$ cat src/hw/fip_regs.vh
/*
 * constants for the fieldbus interrupt proxy: frame offsets, interrupt
 * type codes, header layout and event kind codes.
 * assumes it is included by bare name from hw/ design files.
 */
// What this block does
// - a diagnosis from a basic slave or a slave that cannot raise interrupts raises a proxy diagnostic interrupt.
// - the slave diagnostic frame is copied into the additional information and bytes beyond 59 are dropped.
// - on truncation bit 7 of the third forwarded byte (byte x+6) is set as the overflow flag.
// - a diagnosis from an interrupt-capable slave running in DPV1 mode raises no proxy interrupt.
// - a failing slave raises a removal interrupt and a restored slave an insertion interrupt.
// - the interrupt section starts at byte 168 in redundant operation and at byte 160 otherwise.
// - for a modular slave the removal or insertion information describes the whole slave.
// - removal and insertion are held back until start-up delay ends, insertions during it are kept.
// - an interrupt raised by an interrupt-capable slave is forwarded upward.
// - a routed interrupt is passed unchanged except slot and sequence numbers and bit 7 of its type byte, which is cleared.
// - the header is 4 bytes and the additional information at most 59 bytes.
// - the interrupt section is part of the diagnostic frame only while an interrupt is present.
`ifndef FIP_REGS_VH
`define FIP_REGS_VH
`define FIP_SEC_BASE_RED   8'ha8
`define FIP_SEC_BASE_STD   8'ha0
`define FIP_HDR_LEN        6'h04
`define FIP_ADD_MAX        6'h3b
`define FIP_OVF_IDX        6'h02
`define FIP_OVF_BIT        7
`define FIP_TYPE_DIAG      8'h01
`define FIP_TYPE_REMOVE    8'h03
`define FIP_TYPE_INSERT    8'h04
`define FIP_SLOT_WHOLE     8'h00
`define FIP_LEN_REMINS     6'h00
`define FIP_EV_DIAG        2'h0
`define FIP_EV_REMOVE      2'h1
`define FIP_EV_INSERT      2'h2
`define FIP_EV_ROUTE       2'h3
`endif

$ cat src/hw/fip_event_fifo.v
/*
 * small in-order event queue for pending interrupt events.
 * assumes one clock, asynchronous active-high reset, writer honours full.
 */
`timescale 1ns/1ps
module fip_event_fifo #(
   parameter W  = 16,
   parameter AW = 3
)(
   // clock and reset
   input  wire          sys_clk,
   input  wire          reset,
   // write side
   input  wire          wr_en,
   input  wire [W-1:0]  wr_data,
   output wire          full,
   // read side
   input  wire          rd_en,
   output wire [W-1:0]  rd_data,
   output wire          empty
);
   reg [W-1:0]  mem [0:(1<<AW)-1];
   reg [AW:0]   wp_ff;
   reg [AW:0]   rp_ff;

   assign empty   = (wp_ff == rp_ff);
   assign full    = (wp_ff[AW] != rp_ff[AW]) && (wp_ff[AW-1:0] == rp_ff[AW-1:0]);
   assign rd_data = mem[rp_ff[AW-1:0]];

   // events leave in arrival order
   always @(posedge sys_clk)
   begin
      if (wr_en && !full)
         mem[wp_ff[AW-1:0]] <= wr_data;
   end

   always @(posedge sys_clk or posedge reset)
   begin
      if (reset)
      begin
         wp_ff <= {(AW+1){1'b0}};
         rp_ff <= {(AW+1){1'b0}};
      end
      else
      begin
         if (wr_en && !full)
            wp_ff <= wp_ff + 1'b1;
         if (rd_en && !empty)
            rp_ff <= rp_ff + 1'b1;
      end
   end
endmodule // fip_event_fifo

$ cat src/hw/fip_irq_proxy.v
/*
 * interrupt proxy: turns lower-segment slave events into interrupt
 * sections of the upper diagnostic frame, one at a time.
 * assumes event strobes and slave frame bytes come from logic on sys_clk;
 * the frame builder reads section bytes by index and acknowledges.
 */
`timescale 1ns/1ps
`include "fip_regs.vh"
module fip_irq_proxy #(
   parameter QAW       = 3,
   parameter STARTUP_CYC = 32'd100000
)(
   // clock and reset
   input  wire        sys_clk,
   input  wire        reset,
   // mode
   input  wire        redundant_mode,
   // slave event strobes, one cycle each
   input  wire        ev_diag,
   input  wire        ev_fail,
   input  wire        ev_restore,
   input  wire        ev_slave_irq,
   input  wire        slave_irq_capable,
   input  wire        slave_dpv1_mode,
   input  wire [6:0]  ev_addr,
   input  wire [7:0]  ev_irq_type,
   // slave frame bytes following an accepted diag or routed event
   input  wire        sf_valid,
   input  wire [7:0]  sf_data,
   input  wire        sf_last,
   // section read side
   input  wire [5:0]  rd_idx,
   input  wire        sec_ack,
   // outputs
   output reg         ev_ready,
   output reg         sec_present,
   output reg  [7:0]  sec_base,
   output reg  [5:0]  sec_len,
   output reg  [7:0]  rd_byte,
   output reg         startup_done
);
   localparam ST_IDLE = 2'h0;
   localparam ST_LOAD = 2'h1;
   localparam ST_SHOW = 2'h2;

   reg [1:0]   state_ff;
   reg [7:0]   buf_ff [0:62];
   reg [5:0]   wcnt_ff;
   reg         ovf_ff;
   reg [7:0]   seq_ff;
   reg [31:0]  su_cnt_ff;
   reg [127:0] ins_pend_ff;
   reg [6:0]   ins_scan_ff;
   wire [15:0] q_rd;
   wire        q_empty;
   wire        q_full;
   reg         q_wr;
   reg  [15:0] q_wdata;
   reg         q_rd_en;
   wire [1:0]  cur_kind = q_rd[15:14];
   wire [6:0]  cur_addr = q_rd[13:7];
   wire        diag_ok  = ev_diag && !(slave_irq_capable && slave_dpv1_mode);

   fip_event_fifo #(.W(16), .AW(QAW)) u_q (
      .sys_clk (sys_clk),
      .reset   (reset),
      .wr_en   (q_wr),
      .wr_data (q_wdata),
      .full    (q_full),
      .rd_en   (q_rd_en),
      .rd_data (q_rd),
      .empty   (q_empty)
   );

   ////////////////////////////////////////////////////////////////////////
   // event intake; one event per cycle, priority diag, route, fail, restore
   always @*
   begin
      q_wr    = 1'b0;
      q_wdata = 16'h0000;
      if (!q_full)
      begin
         if (diag_ok)
         begin
            q_wr    = 1'b1;
            q_wdata = {`FIP_EV_DIAG, ev_addr, 7'h00};
         end
         else if (ev_slave_irq && slave_irq_capable)
         begin
            q_wr    = 1'b1;
            q_wdata = {`FIP_EV_ROUTE, ev_addr, ev_irq_type[6:0]};
         end
         else if (ev_fail && startup_done)
         begin
            q_wr    = 1'b1;
            q_wdata = {`FIP_EV_REMOVE, ev_addr, 7'h00};
         end
         else if (ev_restore && startup_done)
         begin
            q_wr    = 1'b1;
            q_wdata = {`FIP_EV_INSERT, ev_addr, 7'h00};
         end
         else if (startup_done && ins_pend_ff[ins_scan_ff])
         begin
            q_wr    = 1'b1;
            q_wdata = {`FIP_EV_INSERT, ins_scan_ff, 7'h00};
         end
      end
   end

   ////////////////////////////////////////////////////////////////////////
   // start-up delay and retained insertions
   always @(posedge sys_clk or posedge reset)
   begin
      if (reset)
      begin
         su_cnt_ff    <= 32'h00000000;
         startup_done <= 1'b0;
         ins_pend_ff  <= 128'h0;
         ins_scan_ff  <= 7'h00;
      end
      else
      begin
         if (!startup_done)
         begin
            su_cnt_ff <= su_cnt_ff + 32'h00000001;
            if (su_cnt_ff >= STARTUP_CYC - 32'h00000001)
               startup_done <= 1'b1;
         end
         // insertion seen during start-up is kept; a failure later in start-up cancels it
         if (!startup_done && ev_restore)
            ins_pend_ff[ev_addr] <= 1'b1;
         else if (!startup_done && ev_fail)
            ins_pend_ff[ev_addr] <= 1'b0;
         if (startup_done)
         begin
            if (q_wr && !diag_ok && !(ev_slave_irq && slave_irq_capable) && !ev_fail && !ev_restore)
               ins_pend_ff[ins_scan_ff] <= 1'b0;
            if (!ins_pend_ff[ins_scan_ff] || q_wr)
               ins_scan_ff <= ins_scan_ff + 7'h01;
         end
      end
   end

   ////////////////////////////////////////////////////////////////////////
   // section build and presentation
   // limitation: slave frame bytes are taken only in ST_LOAD; source waits for ev_ready
   always @(posedge sys_clk or posedge reset)
   begin
      if (reset)
      begin
         state_ff    <= ST_IDLE;
         wcnt_ff     <= 6'h00;
         ovf_ff      <= 1'b0;
         seq_ff      <= 8'h00;
         q_rd_en     <= 1'b0;
         ev_ready    <= 1'b0;
         sec_present <= 1'b0;
         sec_base    <= `FIP_SEC_BASE_STD;
         sec_len     <= 6'h00;
         rd_byte     <= 8'h00;
      end
      else
      begin
         q_rd_en  <= 1'b0;
         sec_base <= redundant_mode ? `FIP_SEC_BASE_RED : `FIP_SEC_BASE_STD;
         rd_byte  <= (rd_idx < sec_len) ? buf_ff[rd_idx] : 8'h00;
         case (state_ff)
            ST_IDLE:
            begin
               sec_present <= 1'b0;
               if (!q_empty && !q_rd_en)
               begin
                  buf_ff[0] <= {1'b0, cur_addr}; // address byte for every kind; type byte set below per kind
                  buf_ff[2] <= `FIP_SLOT_WHOLE;
                  buf_ff[3] <= {seq_ff[4:0], 3'h0};
                  seq_ff    <= seq_ff + 8'h01;
                  wcnt_ff   <= 6'h00;
                  ovf_ff    <= 1'b0;
                  case (cur_kind)
                     `FIP_EV_DIAG:
                     begin
                        buf_ff[1] <= `FIP_TYPE_DIAG;
                        state_ff  <= ST_LOAD;
                     end
                     `FIP_EV_ROUTE:
                     begin
                        buf_ff[1] <= {1'b0, q_rd[6:0]};
                        state_ff  <= ST_LOAD;
                     end
                     `FIP_EV_REMOVE:
                     begin
                        buf_ff[1] <= `FIP_TYPE_REMOVE;
                        sec_len   <= `FIP_HDR_LEN + `FIP_LEN_REMINS;
                        state_ff  <= ST_SHOW;
                     end
                     default:
                     begin
                        buf_ff[1] <= `FIP_TYPE_INSERT;
                        sec_len   <= `FIP_HDR_LEN + `FIP_LEN_REMINS;
                        state_ff  <= ST_SHOW;
                     end
                  endcase
               end
            end
            ST_LOAD:
            begin
               if (sf_valid)
               begin
                  if (wcnt_ff < `FIP_ADD_MAX)
                  begin
                     buf_ff[`FIP_HDR_LEN + wcnt_ff] <= sf_data;
                     wcnt_ff <= wcnt_ff + 6'h01;
                  end
                  else
                     ovf_ff <= 1'b1;
                  if (sf_last)
                  begin
                     if (wcnt_ff >= `FIP_ADD_MAX && !sf_last)
                        ovf_ff <= 1'b1;
                     state_ff <= ST_SHOW;
                     sec_len  <= `FIP_HDR_LEN + ((wcnt_ff < `FIP_ADD_MAX) ? wcnt_ff + 6'h01 : wcnt_ff);
                  end
               end
            end
            ST_SHOW:
            begin
               // overflow flag applied once the frame is complete
               if (ovf_ff && cur_kind == `FIP_EV_DIAG)
               begin
                  buf_ff[`FIP_HDR_LEN + `FIP_OVF_IDX][`FIP_OVF_BIT] <= 1'b1;
                  ovf_ff <= 1'b0;
               end
               sec_present <= 1'b1;
               if (sec_ack && sec_present)
               begin
                  sec_present <= 1'b0;
                  q_rd_en     <= 1'b1;
                  state_ff    <= ST_IDLE;
               end
            end
            default:
               state_ff <= ST_IDLE;
         endcase
         // ready follows the next state so no byte is offered after the frame closes
         if (state_ff == ST_IDLE)
            ev_ready <= !q_empty && !q_rd_en && (cur_kind == `FIP_EV_DIAG || cur_kind == `FIP_EV_ROUTE);
         else if (state_ff == ST_LOAD)
            ev_ready <= !(sf_valid && sf_last);
         else
            ev_ready <= 1'b0;
      end
   end
endmodule // fip_irq_proxy

$ cat config.mk
export PLATFORM = sky130hd
export DESIGN_NAME = fip_irq_proxy
export DESIGN_NICKNAME = d
export VERILOG_FILES = /design/src/hw/fip_event_fifo.v /design/src/hw/fip_irq_proxy.v
export VERILOG_INCLUDE_DIRS = /design/src /design/src/hw
export SDC_FILE = /design/constraint.sdc
export NUM_CORES = 1
export LEC_CHECK = 0
export BUFFER_PORTS_ARGS = -buffer_cell sky130_fd_sc_hd__buf_2
export CORE_ASPECT_RATIO = 1.4
export CORE_MARGIN = 2
export CORE_UTILIZATION = 52
export CTS_BUF_LIST = sky130_fd_sc_hd__clkbuf_4
export CTS_CLUSTER_SIZE = 28
export DETAILED_ROUTE_END_ITERATION = 8
export HOLD_SLACK_MARGIN = 0.02
export MAX_ROUTING_LAYER = met4
export PLACE_DENSITY = 0.68
export RECOVER_POWER = 25
export SETUP_SLACK_MARGIN = 0.5
export SYNTH_ARGS = -nofsm -noshare
export SYNTH_HDL_FRONTEND = slang
export SYNTH_SLANG_ARGS = --single-unit
export TNS_END_PERCENT = 100
$ cat constraint.sdc
create_clock -name sys_clk -period 8.2 [get_ports sys_clk]
set_clock_uncertainty 0.05 [all_clocks]
set_input_delay 0.82 -clock sys_clk [delete_from_list [all_inputs] [get_ports sys_clk]]
set_output_delay 0.82 -clock sys_clk [all_outputs]
set_load 0.01 [all_outputs]
Word-level counts from Yosys, hierarchy flattened

Memory sizes are Yosys's and may differ from the RTL's.
Cells that the tools add are included.

Memories: 2
Flip-flop bits (word level): 218
Word-level logic and storage cells: 206
Memory bits (writable): 632

Bitwise gates (word level): 8
Eq/ne operators: 13
Muxes and demuxes: 91
Reductions and logical operators: 60
Magnitude comparators: 8
Add/sub/neg operators: 8

Memories:

| name    | words | width | rd ports | clocked after Yosys merged registers in | wr ports | RTL line            | source |
|---|---|---|---|---|---|---|---|
| buf_ff  | 63    | 8     | 1        | 0                                       | 4        | fip_irq_proxy.v:47  | `reg [7:0] buf_ff [0:62];` |
| u_q.mem | 8     | 16    | 1        | 0                                       | 1        | fip_event_fifo.v:22 | `reg [W-1:0] mem [0:(1<<AW)-1];` |

Operator list:

| operator              | number |
|---|---|
| $mux 128              | 4 |
| $and 128x128->128     | 2 |
| $not 128->128         | 2 |
| $or 128x128->128      | 1 |
| $mux 16               | 6 |
| $mux 6                | 9 |
| $mux 1                | 51 |
| $mux 8                | 6 |
| $add 32x1->32 const B | 1 |
| $ge 32x17->1 const B  | 1 |
| $logic_and 1x1->1     | 30 |
| $pmux 6 s2            | 2 |
| $lt 7x8->1 const B    | 2 |
| $reduce_or 8->1       | 2 |
| $demux 1 s7           | 2 |
| $ge 7x1->1 const B    | 2 |
| $logic_not 1->1       | 13 |
| $add 3x6->6 const A   | 2 |
| $mux 2                | 6 |
| $ne 2x2->1 const B    | 5 |
| $add 4x1->4 const B   | 2 |
| $add 8x1->8 const B   | 1 |
| $reduce_and 4->1      | 2 |
| $add 7x1->7 const B   | 1 |
| 25 further kinds      | 33 |

Longest topological paths before layout

Gate-level depths: netlist (run 1).

Depth in word-level cells: 15
Mapped depth: 12
Mapped depth without buffers: 10

By module

A second synthesis (run 1) with hierarchy kept.

Cell total of the unflattened synthesis: 2,285
Area total of the unflattened synthesis: 36,693.9 um^2

Modules (own cells, without submodules):

| module         | area each (um^2) | instances | cells each | seq. area each (um^2) |
|---|---|---|---|---|
| fip_irq_proxy  | 31,112.3         | 1         | 2,040      | 20,369.5 |
| fip_event_fifo | 5,581.6          | 1         | 245        | 4,043.9 |

Worst setup path before layout (run 1)

Ideal clock, no wire load.

Path kind: in2reg
Start: in reset
End: mem buf_ff[3][0], enable pin
Stages: 5
Buffers on the path: 1
Setup slack: 0.886 ns
Arrival time: 6.880 ns
Data required time: 7.766 ns
Cell sequence: inv_1 > and4_1 > clkbuf_1 > nand3_1 > o21ai_0

RTL lines:

| item            | RTL line           | source |
|---|---|---|
| start, declared | fip_irq_proxy.v:15 | `input wire reset,` |
| end, declared   | fip_irq_proxy.v:47 |  |

Final worst setup path (run 1)

Start: reg ins_scan_ff[0]
End: reg ins_pend_ff[47]

Longest elaborated chain between the ends: 15
Elaborated cells between the ends (all ways): 22
Classes of those cells: 2 x order compare; 12 x mux; 2 x bitwise; 6 x reduce/logical

Ends and longest elaborated chain:

| item                           | RTL line            | source |
|---|---|---|
| start, declared                | fip_irq_proxy.v:53  | `reg [6:0] ins_scan_ff;` |
| start signal, assigned         | fip_irq_proxy.v:140 | `ins_scan_ff <= ins_scan_ff + 7'h01;` |
| $bmux 1 s7                     | fip_irq_proxy.v:103 | `else if (startup_done && ins_pend_ff[ins_scan_ff])` |
| $mux 1 (not written as such)   | fip_irq_proxy.v:103 |  |
| $logic_and 1x1->1              | fip_irq_proxy.v:103 |  |
| $mux 1                         | fip_irq_proxy.v:103 |  |
| $mux 1                         | fip_irq_proxy.v:98  | `else if (ev_restore && startup_done)` |
| $mux 1                         | fip_irq_proxy.v:93  | `else if (ev_fail && startup_done)` |
| $mux 1                         | fip_irq_proxy.v:88  | `else if (ev_slave_irq && slave_irq_capable)` |
| $mux 1                         | fip_irq_proxy.v:83  | `if (diag_ok)` |
| $mux 1                         | fip_irq_proxy.v:81  | `if (!q_full)` |
| $logic_and 1x1->1 (4 in a row) | fip_irq_proxy.v:137 | `if (q_wr && !diag_ok && !(ev_slave_irq && slave_irq_capable) && !ev_fail && !ev_restore)` |
| $mux 128 (*)                   | fip_irq_proxy.v:137 |  |
| $mux 128 (*)                   | fip_irq_proxy.v:135 | `if (startup_done)` |
| end signal, assigned by index  | fip_irq_proxy.v:132 | `ins_pend_ff[ev_addr] <= 1'b1;` |
| end signal, assigned by index  | fip_irq_proxy.v:134 | `ins_pend_ff[ev_addr] <= 1'b0;` |
| end signal, assigned by index  | fip_irq_proxy.v:138 | `ins_pend_ff[ins_scan_ff] <= 1'b0;` |
| end, declared                  | fip_irq_proxy.v:52  | `reg [127:0] ins_pend_ff;` |

Mark *: on every way between the ends. The rest lies on a longest branch, timed or not. The select of a mux whose other input is x is not followed.
A chain may end at the register's enable or synchronous reset.

==> reports/metrics.csv, run 1 <==
metric,value,unit
status,"complete, but fails checks",
violated checks,"capacitance limit, slew limit",
Leakage,13.8,nW
number of fill cells in the layout,5297,
worst hold path class,in2reg,
"leading cell type in the layout, fill and taps excluded",edfxtp_1,
post-synthesis xor/xnor area fraction,1.40,%
Layout area overhead,10.2,%
hold slack,202,ps
Critical Path AT,6340,ps
synthesis-stage register bit count,848,
Final Cell Area,40000,µm²
input/output buffers,57,
die area,72000,µm²
Ys Warns,0,
dominant combinational cell family by area after synthesis,multiplexers,
crit-path max FO,82,
worst setup path class,reg2reg,
fin nets,2489,
Cells on Worst Hold Path,2,
detailed-route wire length,85000,µm
Final Hold Vio Count,0,
sw power,2.59,mW
core box area,69200,µm²
Post-DP Area,37500,µm²
critical path capture point type,flop,
Final setup viols,0,
RSZ-0062 raised after global routing,false,
pre-CTS WS,2870,ps
Compound-Gate Fraction of Synth Area,7.12,%
Mapped Area,36300,µm²
largest net degree at the start of global routing,127,
Max Buffers Root-to-Sink,3,
ys async rst share,24.5,%
post-DR vias/cell,6.13,
"Setup Fix Bufs, Post-CTS",0,
root buffer cell,clkbuf_4,
final setup margin,2670,ps
FF-to-FF path depth,10,
row cnt,114,
grt ovf,0,
Internal,7.24,mW
CTS tree,done,
Clock transition at path regs,70,ps
Sw Share,26.3,%
Highest Clock Rate,181,MHz
Synth Area in Simple Gates,6.22,%
Worst R2R Start,ins_scan_ff[0]$_DFFE_PP0P_,
CTS sink cnt,848,
fin util,57.9,%
Startpoint Class,flop,
R2R Setup Slk,2670,ps
Setup TNS,0,ps
Syn Inst Count,2288,
clk_lat worst skew,1050,ps
Final period util,67.5,%
share of cells above drive strength 1,24.4,%
via count,21500,
DR DRC count,0,
Post-synth EDFFs,639,
Antenna Violating Nets Remaining,0,
initial antenna violation count,4,
global-route wire length before repair,130000,µm
power share of the clock group,33.4,%
vias in the first global route,22000,
number of I/O pins,66,
worst vdd ir,0.122,mV
die extent in x,227,µm
maxcap violations,8,
global router's overall resource usage,25.1,%
reg2reg end,ins_pend_ff[47]$_DFF_PP0_,
Comb pwr share,14.4,%
"Seq/Total Area, Yosys",67.2,%
"Slew Viols, Final",515,
Initial Utilization,52.5,%
Synth Area in Adders,0.620,%
Die H,317,µm
Flop pwr share,52.2,%
DR WL/cell,24.2,µm
"commonest cells after routing, fill and taps aside","edfxtp_1, clkbuf_4, dfrtp_1",
Netlist cell types,60,
DR pass1 iterations,6,
Hold Path Sink,u_q.mem[0][1]$_DFFE_PP_,
HP Start,ev_irq_type[1],
gpl congestion,0.892,
drt initial violations,2108,
clock buffer count from CTS,192,
H-tree levels,4,
multiplexer area fraction after synthesis,15.1,%
Main synth FF type,edfxtp_1,
post-route minimum period,5530,ps
Synth Area per Inst,15.9,µm²
DP Wirelength,50900,µm
Worst Tran Pin Value,3010,ps
max_slew headroom,-101,%
CP required,9000,ps
pwr dens,246,nW/µm²
## registers in the layout, indices dropped and copies added, names as in the netlist
name          cells
buf_ff          512
wcnt_ff           6
startup_done      1
ins_pend_ff     128
u_q.rp_ff         4
ev_ready          1
sec_base          1
u_q.wp_ff         4
sec_present       1
rd_byte           8
seq_ff            5
ins_scan_ff       7
q_rd_en           1
ovf_ff            1
sec_len           6
state_ff          2
su_cnt_ff        32
u_q.mem         128
## metal layers
| metal | global-route usage (%) | wire length (µm) | vias up |
|---|---|---|---|
| li1 | - | - | 9462 |
| met1 | 29.8 | 32000 | 10800 |
| met2 | 41.0 | 43600 | 962 |
| met3 | 5.67 | 6310 | 257 |
| met4 | 11.3 | 3140 | 0 |
| met5 | - | 0 | - |
## worst max-delay path by stage
stage / startpoint / endpoint / cells past startpoint
2_1_floorplan: reset / buf_ff[3][0]$_SDFFCE_PN0P_ / 5
3_3_place_gp: ins_scan_ff[0]$_DFFE_PP0P_ / ins_pend_ff[111]$_DFF_PP0_ / 10
3_5_place_dp: ins_scan_ff[0]$_DFFE_PP0P_ / ins_pend_ff[47]$_DFF_PP0_ / 10
4_1_cts: ins_scan_ff[0]$_DFFE_PP0P_ / ins_pend_ff[47]$_DFF_PP0_ / 10
5_1_grt: ins_scan_ff[0]$_DFFE_PP0P_ / ins_pend_ff[41]$_DFF_PP0_ / 10
6_report: ins_scan_ff[0]$_DFFE_PP0P_ / ins_pend_ff[47]$_DFF_PP0_ / 10
## power by group through the flow
stage	sequential (mW)	clock (mW)	combinational (mW)
finish	5.13	3.28	1.42
global route	5.15	3.57	1.55
CTS	5.12	3.36	1.44
detailed placement	5.21	0	1.43
global placement	5.19	0	1.40
floorplan	5.14	0	1.03
## layout make-up
class | count | area, µm² | share of cell area, %
sequential | 848 | 24400 | 61.0
multi-input combinational | 1260 | 11300 | 28.1
clock buffer | 269 | 2020 | 5.05
tap | 928 | 1160 | 2.90
timing repair buffer | 102 | 626 | 1.56
clock inverter | 71 | 435 | 1.09
inverter | 26 | 105 | 0.263
antenna | 5 | 12.5 | 0.0313
## repair_timing
item	in CTS	in global routing
gates resized for setup	0	0
hold buffers	5	0
hold endpoints to repair	133	0
endpoints found under the setup margin	0	0
## synthesized netlist by cell type (all sizes together), types with 3 or more instances
master	instances	area, µm²
a21o	8	60.1
a21oi	33	165
a22oi	160	1200
a31oi	128	801
and2	21	131
and3	4	25.0
and4	3	26.3
buf	66	392
clkbuf	93	349
dfrtp	208	5200
edfxtp	639	19200
ha	18	225
inv	25	93.8
mux2	12	135
mux2i	86	861
mux4	200	4500
nand2	200	751
nand2b	21	131
nand3	26	130
nand4	15	100
nor2	130	488
nor2b	16	100
nor3	38	195
nor4	14	87.6
o211ai	5	37.5
o21ai	22	110
o31ai	4	30.0
o41ai	5	58.8
or2	3	18.8
xnor2	37	324
xor2	21	184
## worst max-delay path: stages (launching register included)
cell	delay (ps)
dfrtp_4	1020
buf_4	530
mux2i_1	130
a22oi_1	190
a21oi_1	110
o41ai_1	950
nand4_2	510
nor3_4	300
buf_4	460
buf_4	780
a31oi_1	200
## cells by family after synthesis
| logic type | Yosys count |
|---|---|
| compound gates | 379 |
| simple gates | 500 |
| fa+ha+maj | 18 |
| flops | 848 |
| other cells | 2 |
| mux | 298 |
| buf+inv | 185 |
| xor+xnor | 58 |
## metrics by stage
step           power [mW]  std cells
6_report             9.83       3509
5_1_grt              10.3       3509
4_1_cts              9.92       3504
3_5_place_dp         6.64       3159
3_3_place_gp         6.59       3159
2_1_floorplan        6.18       2293
Power figures use the tool's default switching activity.
==> inputs of run 2 (changes only) <==
clock period = 5.5 ns   (was 8.2 ns; I/O delays follow)
==> run 2 against run 1 <==
The flow still finishes with violations (capacitance limit, slew limit). Setup slack got worse by 2000 ps. Via count increased by 1.2%. Clock-buffer cell count increased by 12. Wire length increased by 1.2%. First-iteration DRC count increased by 0.76%. Final cell count increased by 1.1%. Die area unchanged. Clock power increased by 51%. Sequential share of layout area decreased by 0.64 points. Fmax increased by 15%. Hold slack got worse by 120 ps. Critical path depth decreased by 1.
==> reports/metrics.csv, run 2 (synthesis gave the netlist of run 1 again) <==
metric,value,unit
status,"complete, but fails checks",
violated checks,"capacitance limit, slew limit",
Worst R2R Start,ins_scan_ff[0]$_DFFE_PP0P_,
worst hold path class,in2reg,
grt ovf,0,
worst setup path class,reg2reg,
row cnt,114,
CTS sink cnt,848,
Max Buffers Root-to-Sink,3,
pwr dens,365,nW/µm²
clock buffer count from CTS,197,
DR pass1 iterations,6,
Cells on Worst Hold Path,4,
fin util,58.5,%
Final Cell Area,40500,µm²
DP Wirelength,52200,µm
"Setup Fix Bufs, Post-CTS",0,
Antenna Violating Nets Remaining,0,
post-DR vias/cell,6.13,
Final period util,87.8,%
input/output buffers,57,
Top reg by flops,buf_ff,
Setup TNS,0,ps
"commonest cells after routing, fill and taps aside","edfxtp_1, clkbuf_4, dfrtp_1",
H-tree levels,4,
Highest Clock Rate,207,MHz
drt initial violations,2124,
root buffer cell,clkbuf_4,
die area,72000,µm²
Final setup viols,0,
maxcap violations,8,
worst vdd ir,0.193,mV
DR DRC count,0,
detailed-route wire length,86000,µm
Critical Path AT,5680,ps
Hold Path Sink,ins_pend_ff[1]$_DFF_PP0_,
Initial Utilization,52.5,%
max_slew headroom,-95.3,%
post_cts resized,0,
largest net degree at the start of global routing,188,
Leakage,14.0,nW
initial antenna violation count,5,
critical path capture point type,flop,
number of I/O pins,66,
Die H,317,µm
CP required,6350,ps
Startpoint Class,flop,
FF-to-FF path depth,9,
Worst Tran Pin Value,2930,ps
gpl congestion,0.887,
Clock transition at path regs,70,ps
crit-path max FO,53,
die extent in x,227,µm
"leading cell type in the layout, fill and taps excluded",edfxtp_1,
R2R Setup Slk,670,ps
flip-flop count of the largest register after layout,512,
Final Hold Vio Count,0,
clk_lat worst skew,1080,ps
fin nets,2527,
vias in the first global route,22500,
"Slew Viols, Final",515,
global router's overall resource usage,25.3,%
post-route minimum period,4830,ps
via count,21800,
DR WL/cell,24.3,µm
CTS tree,done,
Post-DP Area,37700,µm²
RSZ-0062 raised after global routing,false,
global-route wire length before repair,131000,µm
Layout area overhead,11.3,%
core box area,69200,µm²
reg2reg end,ins_pend_ff[64]$_DFF_PP0_,
share of cells above drive strength 1,25.3,%
HP Start,ev_addr[3],
-- run 2: stage by stage --
step | hold slack, ps | cells | setup slack (ps) | total power [mW]
2_1_floorplan | 392 | 2293 | 183 | 9.22
3_3_place_gp | 413 | 3170 | 1130 | 9.84
3_5_place_dp | 427 | 3170 | 1060 | 9.93
4_1_cts | 22.3 | 3539 | 787 | 14.9
5_1_grt | 31.7 | 3546 | 533 | 15.5
6_report | 80.6 | 3547 | 671 | 14.8
-- run 2: power breakdown --
part           internal, mW  leakage, nW  switching (mW)
clock network          2.54         1.47            2.43
registers              7.40         8.56           0.286
logic                 0.922         3.95            1.20
total                  10.9         14.0            3.91
-- run 2: final cells by class --
| cell class | count | area, µm² |
|---|---|---|
| fillers | 5321 | 28700 |
| clock inverters | 62 | 385 |
| flip-flops and latches | 848 | 24400 |
| inverters | 26 | 98.8 |
| repair buffers | 135 | 956 |
| multi-input cells | 1260 | 11300 |
| clock buffers | 281 | 2110 |
| diodes | 7 | 17.5 |
| well taps | 928 | 1160 |
-- run 2: critical path: stages (launching register included) --
cell           delay (ps)
dfrtp_4              1050
buf_4                 370
mux2i_1               100
a22oi_1               220
a21oi_1               120
o41ai_2               600
nand4_2               450
nor3_4                530
dlygate4sd3_1         970
a31oi_1               170
-- run 2: worst max path at each step --
| stage | startpoint | endpoint | slack (ps) | cells past startpoint |
|---|---|---|---|---|
| 2_1_floorplan | reset | buf_ff[3][3]$_DFFE_PP_ | 180 | 6 |
| 3_3_place_gp | ins_scan_ff[0]$_DFFE_PP0P_ | ins_pend_ff[104]$_DFF_PP0_ | 1130 | 9 |
| 3_5_place_dp | ins_scan_ff[0]$_DFFE_PP0P_ | ins_pend_ff[121]$_DFF_PP0_ | 1060 | 9 |
| 4_1_cts | ins_scan_ff[0]$_DFFE_PP0P_ | ins_pend_ff[65]$_DFF_PP0_ | 790 | 9 |
| 5_1_grt | ins_scan_ff[0]$_DFFE_PP0P_ | ins_pend_ff[70]$_DFF_PP0_ | 530 | 9 |
| 6_report | ins_scan_ff[0]$_DFFE_PP0P_ | ins_pend_ff[64]$_DFF_PP0_ | 670 | 9 |
-- run 2: per-layer routing --
layer	vias to the layer above	routed length, µm	global-route usage (%)
li1	9543	-	-
met1	10900	31700	29.1
met5	-	0	-
met3	273	6000	5.77
met2	1012	44300	41.9
met4	0	3980	12.7
-- run 2: repair_timing --
action,4_1_cts,5_1_grt
hold buffers,26,0
endpoints found under the setup margin,0,0
endpoints found under the hold margin,181,0
